--- src/inc/auxseq_defines.svh ---
`ifndef AUXSEQ_DEFINES_SVH
`define AUXSEQ_DEFINES_SVH

`define AUXSEQ_ADDR_STEP9     12'h264
`define AUXSEQ_STEP9_INDEX    8'h99
`define AUXSEQ_STEP9_RESET    16'h0009
`define AUXSEQ_EN_BIT         15
`define AUXSEQ_GAIN_HI        14
`define AUXSEQ_GAIN_LO        13
`define AUXSEQ_NEG_BIT        4
`define AUXSEQ_POS_HI         3
`define AUXSEQ_POS_LO         0
`define AUXSEQ_WR_MASK        16'he01f
`define AUXSEQ_POS_FIRST_INT  4'h8

`endif

--- src/inc/auxseq_pkg.sv ---
package auxseq_pkg;

    typedef enum logic [1:0] {
        AUXSEQ_GAIN_1,
        AUXSEQ_GAIN_2,
        AUXSEQ_GAIN_4
    } auxseq_gain_t;

    typedef enum logic [1:0] {
        AUXSEQ_NEG_GROUND,
        AUXSEQ_NEG_EXT7,
        AUXSEQ_NEG_AUTO
    } auxseq_neg_t;

    typedef enum logic [2:0] {
        AUXSEQ_SRC_EXTERNAL,
        AUXSEQ_SRC_TEMP,
        AUXSEQ_SRC_SHORT,
        AUXSEQ_SRC_TEST_DAC,
        AUXSEQ_SRC_SUPPLY
    } auxseq_src_t;

    typedef struct packed {
        logic         step_active_flag;
        auxseq_gain_t gain;
        auxseq_neg_t  neg;
        auxseq_src_t  src;
        logic [3:0]   pos_code;
    } auxseq_step_cfg_t;

endpackage : auxseq_pkg

--- src/core/auxseq_step9.sv ---
// Local design decision: the APB interface to the registers.
`timescale 1ns/1ps
`include "auxseq_defines.svh"
// Summary of operation
// - bit 15 enables the ninth sequencer step when 1 and disables it when 0.
// - bits 14:13 give gain 1 for 00b, gain 2 for 01b, gain 4 for 10b or 11b.
// - bit 4 picks ground (0) or external input seven (1) as negative input.
// - positive codes 0000b to 0111b pick external inputs zero to seven.
// - codes 1000b up pick temp sensor, short, test dac, then supply monitors.
// - for internal sources the negative select bit is ignored.
// - register at index 99h resets to 0009h: off, gain 1, auto negative, short.
module auxseq_step9
    import auxseq_pkg::*;
(
    input  wire logic             ref_clk,
    input  wire logic             reset,
    input  wire logic             psel,
    input  wire logic             penable,
    input  wire logic             pwrite,
    input  wire logic [11:0]      paddr,
    input  wire logic [31:0]      pwdata,
    input  wire logic [3:0]       pstrb,
    output logic      [31:0]      prdata,
    output logic                  pready,
    output logic                  pslverr,
    output auxseq_step_cfg_t      step_cfg
);

    logic [15:0] ninth_step_setup;
    logic [15:0] next_ninth_step_setup;
    logic [31:0] next_prdata;
    logic        hit;
    logic        access;
    logic        wr_hit;
    logic        rd_setup;

    // constants held as words so fields can be sliced from them
    localparam logic [15:0] wr_mask  = `AUXSEQ_WR_MASK;
    localparam logic [15:0] rst_word = `AUXSEQ_STEP9_RESET;
    localparam logic [3:0]  rst_pos  = rst_word[`AUXSEQ_POS_HI:`AUXSEQ_POS_LO];

    assign hit      = (paddr == `AUXSEQ_ADDR_STEP9);
    assign access   = psel && penable;
    assign wr_hit   = access && pwrite && hit;
    assign rd_setup = psel && !penable && !pwrite;
    // zero wait states: every access completes in its first access cycle
    assign pready  = 1'b1;
    assign pslverr = access && !hit;

    always_comb begin
        next_ninth_step_setup = ninth_step_setup;
        if (wr_hit) begin
            if (pstrb[0]) begin
                // reserved low bits dropped by the mask
                next_ninth_step_setup[7:0] =
                    pwdata[7:0] & wr_mask[7:0];
            end
            if (pstrb[1]) begin
                next_ninth_step_setup[15:8] =
                    pwdata[15:8] & wr_mask[15:8];
            end
        end
    end

    always_comb begin
        next_prdata = prdata;
        if (rd_setup) begin
            next_prdata = hit ? {16'h0000, ninth_step_setup} : 32'h0000_0000;
        end
    end

    always_ff @(posedge ref_clk or posedge reset) begin
        if (reset) begin
            ninth_step_setup <= rst_word;
            prdata           <= 32'h0000_0000;
        end else begin
            ninth_step_setup <= next_ninth_step_setup;
            prdata           <= next_prdata;
        end
    end

    // decode of the stored fields toward the sequencer
    auxseq_step_cfg_t next_step_cfg;
    logic [3:0]       pos;

    assign pos = ninth_step_setup[`AUXSEQ_POS_HI:`AUXSEQ_POS_LO];

    always_comb begin
        next_step_cfg.step_active_flag =
            ninth_step_setup[`AUXSEQ_EN_BIT];
        case (ninth_step_setup[`AUXSEQ_GAIN_HI:`AUXSEQ_GAIN_LO])
            2'h0:    next_step_cfg.gain = AUXSEQ_GAIN_1;
            2'h1:    next_step_cfg.gain = AUXSEQ_GAIN_2;
            default: next_step_cfg.gain = AUXSEQ_GAIN_4;
        endcase
        next_step_cfg.pos_code = pos;
        if (pos < `AUXSEQ_POS_FIRST_INT) begin
            next_step_cfg.src = AUXSEQ_SRC_EXTERNAL;
            next_step_cfg.neg = ninth_step_setup[`AUXSEQ_NEG_BIT]
                              ? AUXSEQ_NEG_EXT7 : AUXSEQ_NEG_GROUND;
        end else begin
            // internal sources override the negative bit
            next_step_cfg.neg = AUXSEQ_NEG_AUTO;
            case (pos)
                4'h8:    next_step_cfg.src = AUXSEQ_SRC_TEMP;
                4'h9:    next_step_cfg.src = AUXSEQ_SRC_SHORT;
                4'ha:    next_step_cfg.src = AUXSEQ_SRC_TEST_DAC;
                default: next_step_cfg.src = AUXSEQ_SRC_SUPPLY;
            endcase
        end
    end

    always_ff @(posedge ref_clk or posedge reset) begin
        if (reset) begin
            // decode of the reset word, spelled out as constants
            step_cfg <= '{step_active_flag: rst_word[`AUXSEQ_EN_BIT],
                          gain:             AUXSEQ_GAIN_1,
                          neg:              AUXSEQ_NEG_AUTO,
                          src:              AUXSEQ_SRC_SHORT,
                          pos_code:         rst_pos};
        end else begin
            step_cfg <= next_step_cfg;
        end
    end

    // decode checks look one edge back, the lag of the output flops

    chk_reserved_zero: assert property (
        @(posedge ref_clk) disable iff (reset)
        (ninth_step_setup & ~wr_mask) == '0
    ) else begin
        $error("reserved bits set");
    end

    chk_read_reserved: assert property (
        @(posedge ref_clk) disable iff (reset)
        rd_setup
        |=> prdata[31:16] == '0 && (prdata[15:0] & ~wr_mask) == '0
    ) else begin
        $error("reserved read bits set");
    end

    chk_write_lands: assert property (
        @(posedge ref_clk) disable iff (reset)
        wr_hit && pstrb[1:0] == 2'h3
        |=> ninth_step_setup == ($past(pwdata[15:0]) & wr_mask)
    ) else begin
        $error("write not stored");
    end

    chk_low_lane: assert property (
        @(posedge ref_clk) disable iff (reset)
        wr_hit && pstrb[1:0] == 2'h1
        |=> ninth_step_setup == {$past(ninth_step_setup[15:8]),
                                 $past(pwdata[7:0]) & wr_mask[7:0]}
    ) else begin
        $error("low lane write wrong");
    end

    chk_high_lane: assert property (
        @(posedge ref_clk) disable iff (reset)
        wr_hit && pstrb[1:0] == 2'h2
        |=> ninth_step_setup == {$past(pwdata[15:8]) & wr_mask[15:8],
                                 $past(ninth_step_setup[7:0])}
    ) else begin
        $error("high lane write wrong");
    end

    chk_idle_hold: assert property (
        @(posedge ref_clk) disable iff (reset)
        !wr_hit || pstrb[1:0] == 2'h0
        |=> $stable(ninth_step_setup)
    ) else begin
        $error("register changed without write");
    end

    chk_enable_follows: assert property (
        @(posedge ref_clk) disable iff (reset)
        ##1 step_cfg.step_active_flag ==
            $past(ninth_step_setup[`AUXSEQ_EN_BIT])
    ) else begin
        $error("enable not decoded");
    end

    chk_gain_one: assert property (
        @(posedge ref_clk) disable iff (reset)
        ninth_step_setup[`AUXSEQ_GAIN_HI:`AUXSEQ_GAIN_LO] == 2'h0
        |=> step_cfg.gain == AUXSEQ_GAIN_1
    ) else begin
        $error("gain 1 wrong");
    end

    chk_gain_two: assert property (
        @(posedge ref_clk) disable iff (reset)
        ninth_step_setup[`AUXSEQ_GAIN_HI:`AUXSEQ_GAIN_LO] == 2'h1
        |=> step_cfg.gain == AUXSEQ_GAIN_2
    ) else begin
        $error("gain 2 wrong");
    end

    chk_gain_four: assert property (
        @(posedge ref_clk) disable iff (reset)
        ninth_step_setup[`AUXSEQ_GAIN_HI]
        |=> step_cfg.gain == AUXSEQ_GAIN_4
    ) else begin
        $error("gain 4 wrong");
    end

    chk_neg_ground: assert property (
        @(posedge ref_clk) disable iff (reset)
        !ninth_step_setup[`AUXSEQ_POS_HI] &&
        !ninth_step_setup[`AUXSEQ_NEG_BIT]
        |=> step_cfg.neg == AUXSEQ_NEG_GROUND
    ) else begin
        $error("neg ground wrong");
    end

    chk_neg_ext: assert property (
        @(posedge ref_clk) disable iff (reset)
        !ninth_step_setup[`AUXSEQ_POS_HI] &&
        ninth_step_setup[`AUXSEQ_NEG_BIT]
        |=> step_cfg.neg == AUXSEQ_NEG_EXT7
    ) else begin
        $error("neg ext wrong");
    end

    chk_external_src: assert property (
        @(posedge ref_clk) disable iff (reset)
        !ninth_step_setup[`AUXSEQ_POS_HI]
        |=> step_cfg.src == AUXSEQ_SRC_EXTERNAL
    ) else begin
        $error("external source wrong");
    end

    chk_pos_code: assert property (
        @(posedge ref_clk) disable iff (reset)
        ##1 step_cfg.pos_code == $past(pos)
    ) else begin
        $error("positive code wrong");
    end

    chk_temp_src: assert property (
        @(posedge ref_clk) disable iff (reset)
        pos == `AUXSEQ_POS_FIRST_INT
        |=> step_cfg.src == AUXSEQ_SRC_TEMP
    ) else begin
        $error("temp source wrong");
    end

    chk_short_src: assert property (
        @(posedge ref_clk) disable iff (reset)
        pos == 4'h9
        |=> step_cfg.src == AUXSEQ_SRC_SHORT
    ) else begin
        $error("short source wrong");
    end

    chk_dac_src: assert property (
        @(posedge ref_clk) disable iff (reset)
        pos == 4'ha
        |=> step_cfg.src == AUXSEQ_SRC_TEST_DAC
    ) else begin
        $error("dac source wrong");
    end

    chk_supply_src: assert property (
        @(posedge ref_clk) disable iff (reset)
        pos > 4'ha
        |=> step_cfg.src == AUXSEQ_SRC_SUPPLY
    ) else begin
        $error("supply source wrong");
    end

    chk_internal_auto: assert property (
        @(posedge ref_clk) disable iff (reset)
        ninth_step_setup[`AUXSEQ_POS_HI]
        |=> step_cfg.neg == AUXSEQ_NEG_AUTO
    ) else begin
        $error("auto neg wrong");
    end

    chk_read_data: assert property (
        @(posedge ref_clk) disable iff (reset)
        rd_setup && hit
        |=> prdata == {16'h0000, $past(ninth_step_setup)}
    ) else begin
        $error("read data wrong");
    end

    chk_read_unmapped: assert property (
        @(posedge ref_clk) disable iff (reset)
        rd_setup && !hit
        |=> prdata == '0
    ) else begin
        $error("unmapped read not zero");
    end

    chk_read_hold: assert property (
        @(posedge ref_clk) disable iff (reset)
        !rd_setup
        |=> $stable(prdata)
    ) else begin
        $error("read data moved");
    end

    chk_reset_decode: assert property (
        @(posedge ref_clk) disable iff (reset)
        $fell(reset)
        |-> ninth_step_setup == rst_word &&
            step_cfg.pos_code == rst_pos &&
            !step_cfg.step_active_flag
    ) else begin
        $error("reset state wrong");
    end

    cov_enable: cover property (@(posedge ref_clk) disable iff (reset)
        step_cfg.step_active_flag);

    cov_temp: cover property (@(posedge ref_clk) disable iff (reset)
        step_cfg.src == AUXSEQ_SRC_TEMP);

    cov_bad_addr: cover property (@(posedge ref_clk) disable iff (reset)
        pslverr);

    cov_neg_ignored: cover property (@(posedge ref_clk) disable iff (reset)
        pos[`AUXSEQ_POS_HI] && ninth_step_setup[`AUXSEQ_NEG_BIT]);

    cov_low_lane: cover property (@(posedge ref_clk) disable iff (reset)
        wr_hit && pstrb[1:0] == 2'h1);

endmodule : auxseq_step9

--- config.mk ---
export PLATFORM = sky130hd
export DESIGN_NAME = auxseq_step9
export DESIGN_NICKNAME = d
export VERILOG_FILES = /design/src/inc/auxseq_pkg.sv /design/src/core/auxseq_step9.sv
export VERILOG_INCLUDE_DIRS = /design/src /design/src/inc
export SDC_FILE = /design/constraint.sdc
export NUM_CORES = 1
export LEC_CHECK = 0
export ABC_AREA = 1
export BUFFER_PORTS_ARGS = -buffer_cell sky130_fd_sc_hd__buf_2
export CAP_MARGIN = 5
export CORE_UTILIZATION = 36
export CTS_CLUSTER_SIZE = 20
export DETAILED_ROUTE_END_ITERATION = 8
export GPL_ROUTABILITY_DRIVEN = 1
export PLACE_DENSITY = 0.87
export SETUP_SLACK_MARGIN = 0.02
export SYNTH_ARGS = -nofsm -noshare
export SYNTH_HDL_FRONTEND = slang
export SYNTH_SLANG_ARGS = --single-unit
--- constraint.sdc ---
create_clock -name ref_clk -period 0.95 [get_ports ref_clk]
set_input_delay 0.095 -clock ref_clk [delete_from_list [all_inputs] [get_ports ref_clk]]
set_output_delay 0.095 -clock ref_clk [all_outputs]
set_load 0.005 [all_outputs]
==> flow_summary.json, run 1 <==
{
  "hold_class": "in2reg",
  "leakagePower_nw": 0.966,
  "grt_overflow_total": 0,
  "dieWidth_um": 62.8,
  "drt_drc_violations_left": 0,
  "synth_top_area_frac": 0.413,
  "ctsRootBufferMaster": "clkbuf_8",
  "syn_area_mm2": 0.00133,
  "synth_adder_area_share": 0,
  "cts_tree": "yes",
  "clock-sinks": 27,
  "powerDensity_mw_per_mm2": 1160,
  "postLayoutCoreUtil": 0.484,
  "drive_gt1_frac": 0.402,
  "syn_inst": 147,
  "core_area_mm2": 0.00344,
  "grt_use_met1": 0.135,
  "synth_top_area_cell": "dfrtp_1",
  "clockBufferDepth": 2,
  "endpoint_kind": "primary output",
  "synth_commonest_cells": "nand2_1, buf_4, dfrtp_1",
  "yosysWarnings": 0,
  "grt.total_usage": 0.118,
  "crit_chain": "buf_2",
  "finClkSkew_ps": 1.68,
  "hold_start": "pwdata[0]",
  "synth_area_per_cell_um2": 9.06,
  "violations": "negative setup slack",
  "place_congestion": 0.793,
  "drtIter0Drc": 29,
  "antenna_found_initial": 0,
  "antenna_cells": 0,
  "timing.critical_path.buf_inv": 1,
  "met2_usage": 0.204,
  "cpPeakStageDelay_ps": 530,
  "synth_seq_cells": 27,
  "grt_pass1_wl_um": 3700,
  "post-route-period-util": 1.03,
  "synth_edf_count": 0,
  "clock_latency_ps": 260,
  "worstSetupStartpointType": "flip-flop",
  "fin_cells": 250,
  "regToRegStartpoint": "ninth_step_setup[3]$_DFFE_PP1P_",
  "clock.fmax_mhz": 1020,
  "crit_path_max_fanout": 1,
  "synth.most_common_cell": "nand2_1",
  "cp.arrival_ps": 890,
  "ys.flop_type": "dfrtp_1",
  "dp_slack_ps": -47.5,
  "design.die.area_mm2": 0.00395,
  "setup-violations-final": 4,
  "critical_path.top_delay_family": "flip-flops",
  "ir_drop_mv": 0.508,
  "grt_max_degree": 16,
  "r2r_slack_ps": 40,
  "nets": 258,
  "required_ps": 850,
  "tns_ps": -109,
  "synth_top_family_by_area": "simple AND/OR/NAND/NOR gates",
  "met3_usage": 0.0255,
  "slowest_stage": "dfstp_2",
  "synth_xor_area_frac": 0,
  "die_y_um": 62.8,
  "ys_seq_area_frac": 0.512,
  "status": "finished with violations",
  "floorplan.rows": 21,
  "setup_ws_ps": -31.0,
  "dr_total_vias": 1027,
  "io_pins": 99,
  "cts-buffers-inserted": 3,
  "place_hpwl_um": 1850,
  "syn_to_final_growth_pct": 25.0,
  "busiest_layer": "met2",
  "htree_levels": 1,
  "via_per_inst": 4.11,
  "synth_compound_area_frac": 0.0338,
  "antenna_left": 0,
  "synth_area_leaders": "dfrtp_1, buf_4, nand2_1, dfstp_2, nand3_1",
  "yosys.area_share.simple": 0.260,
  "dpl.cell_count": 242,
  "rsz0062_at_grt": "true",
  "finalMaxSlewViolations": 0,
  "whs_ps": 38.8,
  "initial_utilization": 0.387,
  "hold_viol_final": 0,
  "drt-pass1-iter-count": 4,
  "clk_pin_slew_ps": 80,
  "synthMuxAreaShare": 0,
  "layout_min_cycle_time_ps": 981,
  "crit_start": "step_cfg[5]$_DFF_PP1_",
  "ys_types": 24,
  "grt_pass1_vias": 888,
  "wl_per_cell_um": 8.97,
  "wl_um": 2240,
  "portBuffers": 47,
  "crit_type": "reg2out",
  "async_flop_share": 1.00,
  "maxCapViolations": 0
}
registers in the layout (all words and copies together), names as in the netlist:
signal / count
prdata: 8
ninth_step_setup: 8
step_cfg: 11
cells in the final DEF (no fill, tap or decap), drive strengths merged, types with 2 or more instances in the layout:
master,count
nor3,2
inv,14
buf,56
nor2,11
o21ai,8
conb,25
nand3,11
nand4,2
dfstp,5
nand2,41
clkbuf,3
dfrtp,22
cell type report:
type                       instances  area (um^2)
fill                             349         1780
sequential                        27          682
multi-input combinational        102          504
timing repair buffer              57          323
tap                               46         57.6
inverter                          14         52.6
clock buffer                       3         41.3
clock inverter                     1         5.00
layer usage:
| metal | wire, um | vias to the layer above |
|---|---|---|
| li1 | - | 519 |
| met1 | 925 | 449 |
| met2 | 1060 | 55 |
| met3 | 208 | 4 |
| met4 | 45 | 0 |
| met5 | 0 | - |
per-stage QoR:
| step | power, W | area, um^2 |
|---|---|---|
| 5_1_grt | 0.00202 | 1670 |
| 4_1_cts | 0.00194 | 1620 |
| 3_3_place_gp | 0.00133 | 1560 |
| 6_report | 0.00192 | 1670 |
| 2_1_floorplan | 0.00133 | 1420 |
| 3_5_place_dp | 0.00134 | 1560 |
where the power goes:
part	switching (W)	internal, W
clock network	0.000312	0.000292
registers	0.000000347	0.00115
logic	0.000103	0.0000671
worst paths after layout:
path / cells past startpoint / endpoint
worst max-delay path: 1 / step_cfg[5]
worst min-delay path: 3 / ninth_step_setup[0]$_DFFE_PP1P_
worst max register to register: 4 / step_cfg[5]$_DFF_PP1_
worst min register to register: 0 / step_cfg[11]$_DFF_PP0_
max in group asynchronous: 4 / ninth_step_setup[13]$_DFFE_PP0P_
min in group asynchronous: 3 / step_cfg[2]$_DFF_PP0_
cell families after synthesis:
kind of cell,count (synthesis)
other cells,2
simple gates,68
buf+inv,41
compound gates,9
flops,27
timing repair:
action,4_1_cts,5_1_grt
hold endpoints to repair,4,0
endpoints found under the setup margin,7,10
gates resized for setup,1,8
pin swaps,0,6
buffers inserted,1,2
hold buffers,1,0
Note: power is estimated with default switching activity, not from simulation.
==> run 2, diff against run 1 <==
--- a/config.mk
+++ b/config.mk
@@ -6,14 +6,14 @@
 export SDC_FILE = /design/constraint.sdc
 export NUM_CORES = 1
 export LEC_CHECK = 0
-export ABC_AREA = 1
 export BUFFER_PORTS_ARGS = -buffer_cell sky130_fd_sc_hd__buf_2
 export CAP_MARGIN = 5
-export CORE_UTILIZATION = 36
+export CORE_UTILIZATION = 35
+export CTS_CLUSTER_DIAMETER = 150
 export CTS_CLUSTER_SIZE = 20
 export DETAILED_ROUTE_END_ITERATION = 8
 export GPL_ROUTABILITY_DRIVEN = 1
-export PLACE_DENSITY = 0.87
+export PLACE_DENSITY = 0.86
 export SETUP_SLACK_MARGIN = 0.02
 export SYNTH_ARGS = -nofsm -noshare
 export SYNTH_HDL_FRONTEND = slang
==> run 2 against run 1 <==
Net effect:
- the run still ends with negative setup slack left
- register-to-register slack improved by 40 ps
- maximum frequency fell by 28%
- flip-flop and latch count unchanged
- sequential share of layout area shrank 2.6 points
- sequential power about the same
- via count shrank 13%
- critical path type is now in2out
- largest power group unchanged
==> flow_summary.json, run 2 <==
{
  "nets": 218,
  "swShare": 0.217,
  "hold_viol_final": 0,
  "setup_ws_ps": -411,
  "drive_gt1_frac": 0.561,
  "crit_path_max_fanout": 3,
  "whs_ps": 19.3,
  "status": "finished with violations",
  "most-common-layout-cells": "buf_2, conb_1, dfrtp_1, nor2b_1",
  "powerDensity_mw_per_mm2": 1010,
  "rsz0062_at_grt": "true",
  "crit_type": "in2out",
  "core_area_mm2": 0.00342,
  "power_frac_comb": 0.105,
  "ctsRootBufferMaster": "clkbuf_4",
  "r2r.worst_path.cells": 2,
  "synth_seq_cells": 27,
  "synth_top_area_frac": 0.432,
  "wl_um": 2420,
  "grt.total_usage": 0.133,
  "place_hpwl_um": 1730,
  "violations": "negative setup slack",
  "synth_area_per_cell_um2": 12.6,
  "via_per_inst": 4.25,
  "ys_seq_area_frac": 0.535,
  "cpPeakStageDelay_ps": 580,
  "finalMaxSlewViolations": 0,
  "layout_min_cycle_time_ps": 1360,
  "postLayoutCoreUtil": 0.521,
  "antenna_cells": 0,
  "finClkSkew_ps": 2.93,
  "ys.flop_type": "dfrtp_1",
  "endpoint_kind": "primary output",
  "clk_pin_slew_ps": 130,
  "final_common_cell": "buf_2",
  "synth_edf_count": 0,
  "crit_chain": "buf_6 > or4_4 > nor3_4 > buf_6 > nor2_4 > buf_2",
  "pwr-share-seq": 0.639,
  "syn_inst": 101,
  "crit_start": "paddr[11]",
  "synth_top_area_cell": "dfrtp_1",
  "whs_path_depth": 2,
  "place_congestion": 0.752,
  "antenna_left": 0,
  "hold_class": "in2reg",
  "drt-pass1-iter-count": 2,
  "synth_area_leaders": "dfrtp_1, buf_4, dfstp_2, mux2_2, a31o_2",
  "initial_utilization": 0.373,
  "drt_drc_violations_left": 0,
  "finalInstanceArea_mm2": 0.00178,
  "slowest_stage": "or4_4",
  "syn_to_final_growth_pct": 39.7,
  "cts_tree": "yes",
  "grt_pass1_wl_um": 4000,
  "worstSetupStartpointType": "primary input",
  "place_area_mm2": 0.00155,
  "largest_reg_flops": 11,
  "clockBufferDepth": 2,
  "clock_latency_ps": 300,
  "syn_area_mm2": 0.00127,
  "floorplan.rows": 21,
  "top_register": "step_cfg",
  "post-route-period-util": 1.43,
  "p_sw_w": 0.000392,
  "regToRegStartpoint": "ninth_step_setup[0]$_DFFE_PP1P_",
  "dieWidth_um": 62.3,
  "power_w": 0.00180,
  "dr_total_vias": 893,
  "synth_commonest_cells": "buf_4, dfrtp_1, nor2b_1",
  "design.die.area_mm2": 0.00388,
  "leakagePower_nw": 0.987,
  "ys_types": 20,
  "maxCapViolations": 0,
  "die_y_um": 62.3,
  "io_pins": 99,
  "grt_pass1_vias": 886,
  "p_int_w": 0.00141,
  "cp.arrival_ps": 1270,
  "grt_max_degree": 28,
  "wl_per_cell_um": 11.5,
  "grt_overflow_total": 0,
  "tns_ps": -4620,
  "drtIter0Drc": 7,
  "ir_drop_mv": 0.336,
  "clock.fmax_mhz": 735,
  "cts-buffers-inserted": 3,
  "async_flop_share": 1.00,
  "htree_levels": 1,
  "required_ps": 850,
  "clock-sinks": 27,
  "portBuffers": 47,
  "yosysWarnings": 0,
  "largestRegisters": "step_cfg x11, ninth_step_setup x8, prdata x8",
  "antenna_found_initial": 0,
  "hold_start": "pwdata[4]",
  "cp_common_cell": "buf_6",
  "setup-violations-final": 21,
  "synth.most_common_cell": "buf_4",
  "p_clk_frac": 0.256
}
==> run 2: final timing paths <==
kind / slack [ps] / end
setup / recovery: -410 / pslverr
hold / removal: 20 / ninth_step_setup[4]$_DFFE_PP0P_
setup reg to reg: 80 / step_cfg[6]$_DFF_PP0_
hold reg to reg: 430 / step_cfg[0]$_DFF_PP1_
max in group asynchronous: 380 / ninth_step_setup[0]$_DFFE_PP1P_
min in group asynchronous: 340 / ninth_step_setup[14]$_DFFE_PP0P_
==> run 2: timing repair <==
| item | CTS | global route |
|---|---|---|
| hold endpoints to repair | 28 | 3 |
| pin swaps | 12 | 5 |
| cloned | 0 | 0 |
| setup endpoints to repair | 27 | 39 |
| hold buffers | 2 | 3 |
| buffers inserted | 2 | 3 |
| resized for setup | 18 | 6 |
==> run 2: power by group through the flow <==
stage,Combinational (W),Clock [W],Sequential [W]
6_report,0.000189,0.000460,0.00115
4_1_cts,0.000173,0.000481,0.00115
3_3_place_gp,0.000151,0,0.00117
3_5_place_dp,0.000155,0,0.00117
5_1_grt,0.000211,0.000526,0.00115
2_1_floorplan,0.000140,0,0.00117
==> run 2: layout make-up <==
class	count	area [um^2]
fillers	334	1640
clock buffers	4	26.3
flip-flops and latches	27	682
inverters	1	3.75
well taps	46	57.6
repair buffers	64	424
multi-input cells	68	586
==> run 2: per-stage QoR <==
stage / setup WS, ps / cells
5_1_grt: -447 / 210
6_report: -411 / 210
3_5_place_dp: -739 / 198
4_1_cts: -419 / 206
3_3_place_gp: -713 / 198
2_1_floorplan: -601 / 124
==> run 2: cells by family after synthesis <==
family / synth area share
buf+inv: 0.162
compound gates: 0.0589
simple gates: 0.160
xor+xnor: 0.00688
other cells: 0.00590
flops: 0.535
mux: 0.0707
==> run 2: critical path: cells and delay by family <==
family | cells | cell delay (ps)
AND/OR/NAND/NOR | 3 | 840
buffers and inverters | 3 | 330
==> run 2: routing by layer <==
metal,part of all wire,up-vias,GRT usage
li1,-,418,-
met1,0.40,428,0.151
met2,0.53,45,0.242
met3,0.062,2,0.0221
met4,0.0099,0,0.0610
met5,0,-,0
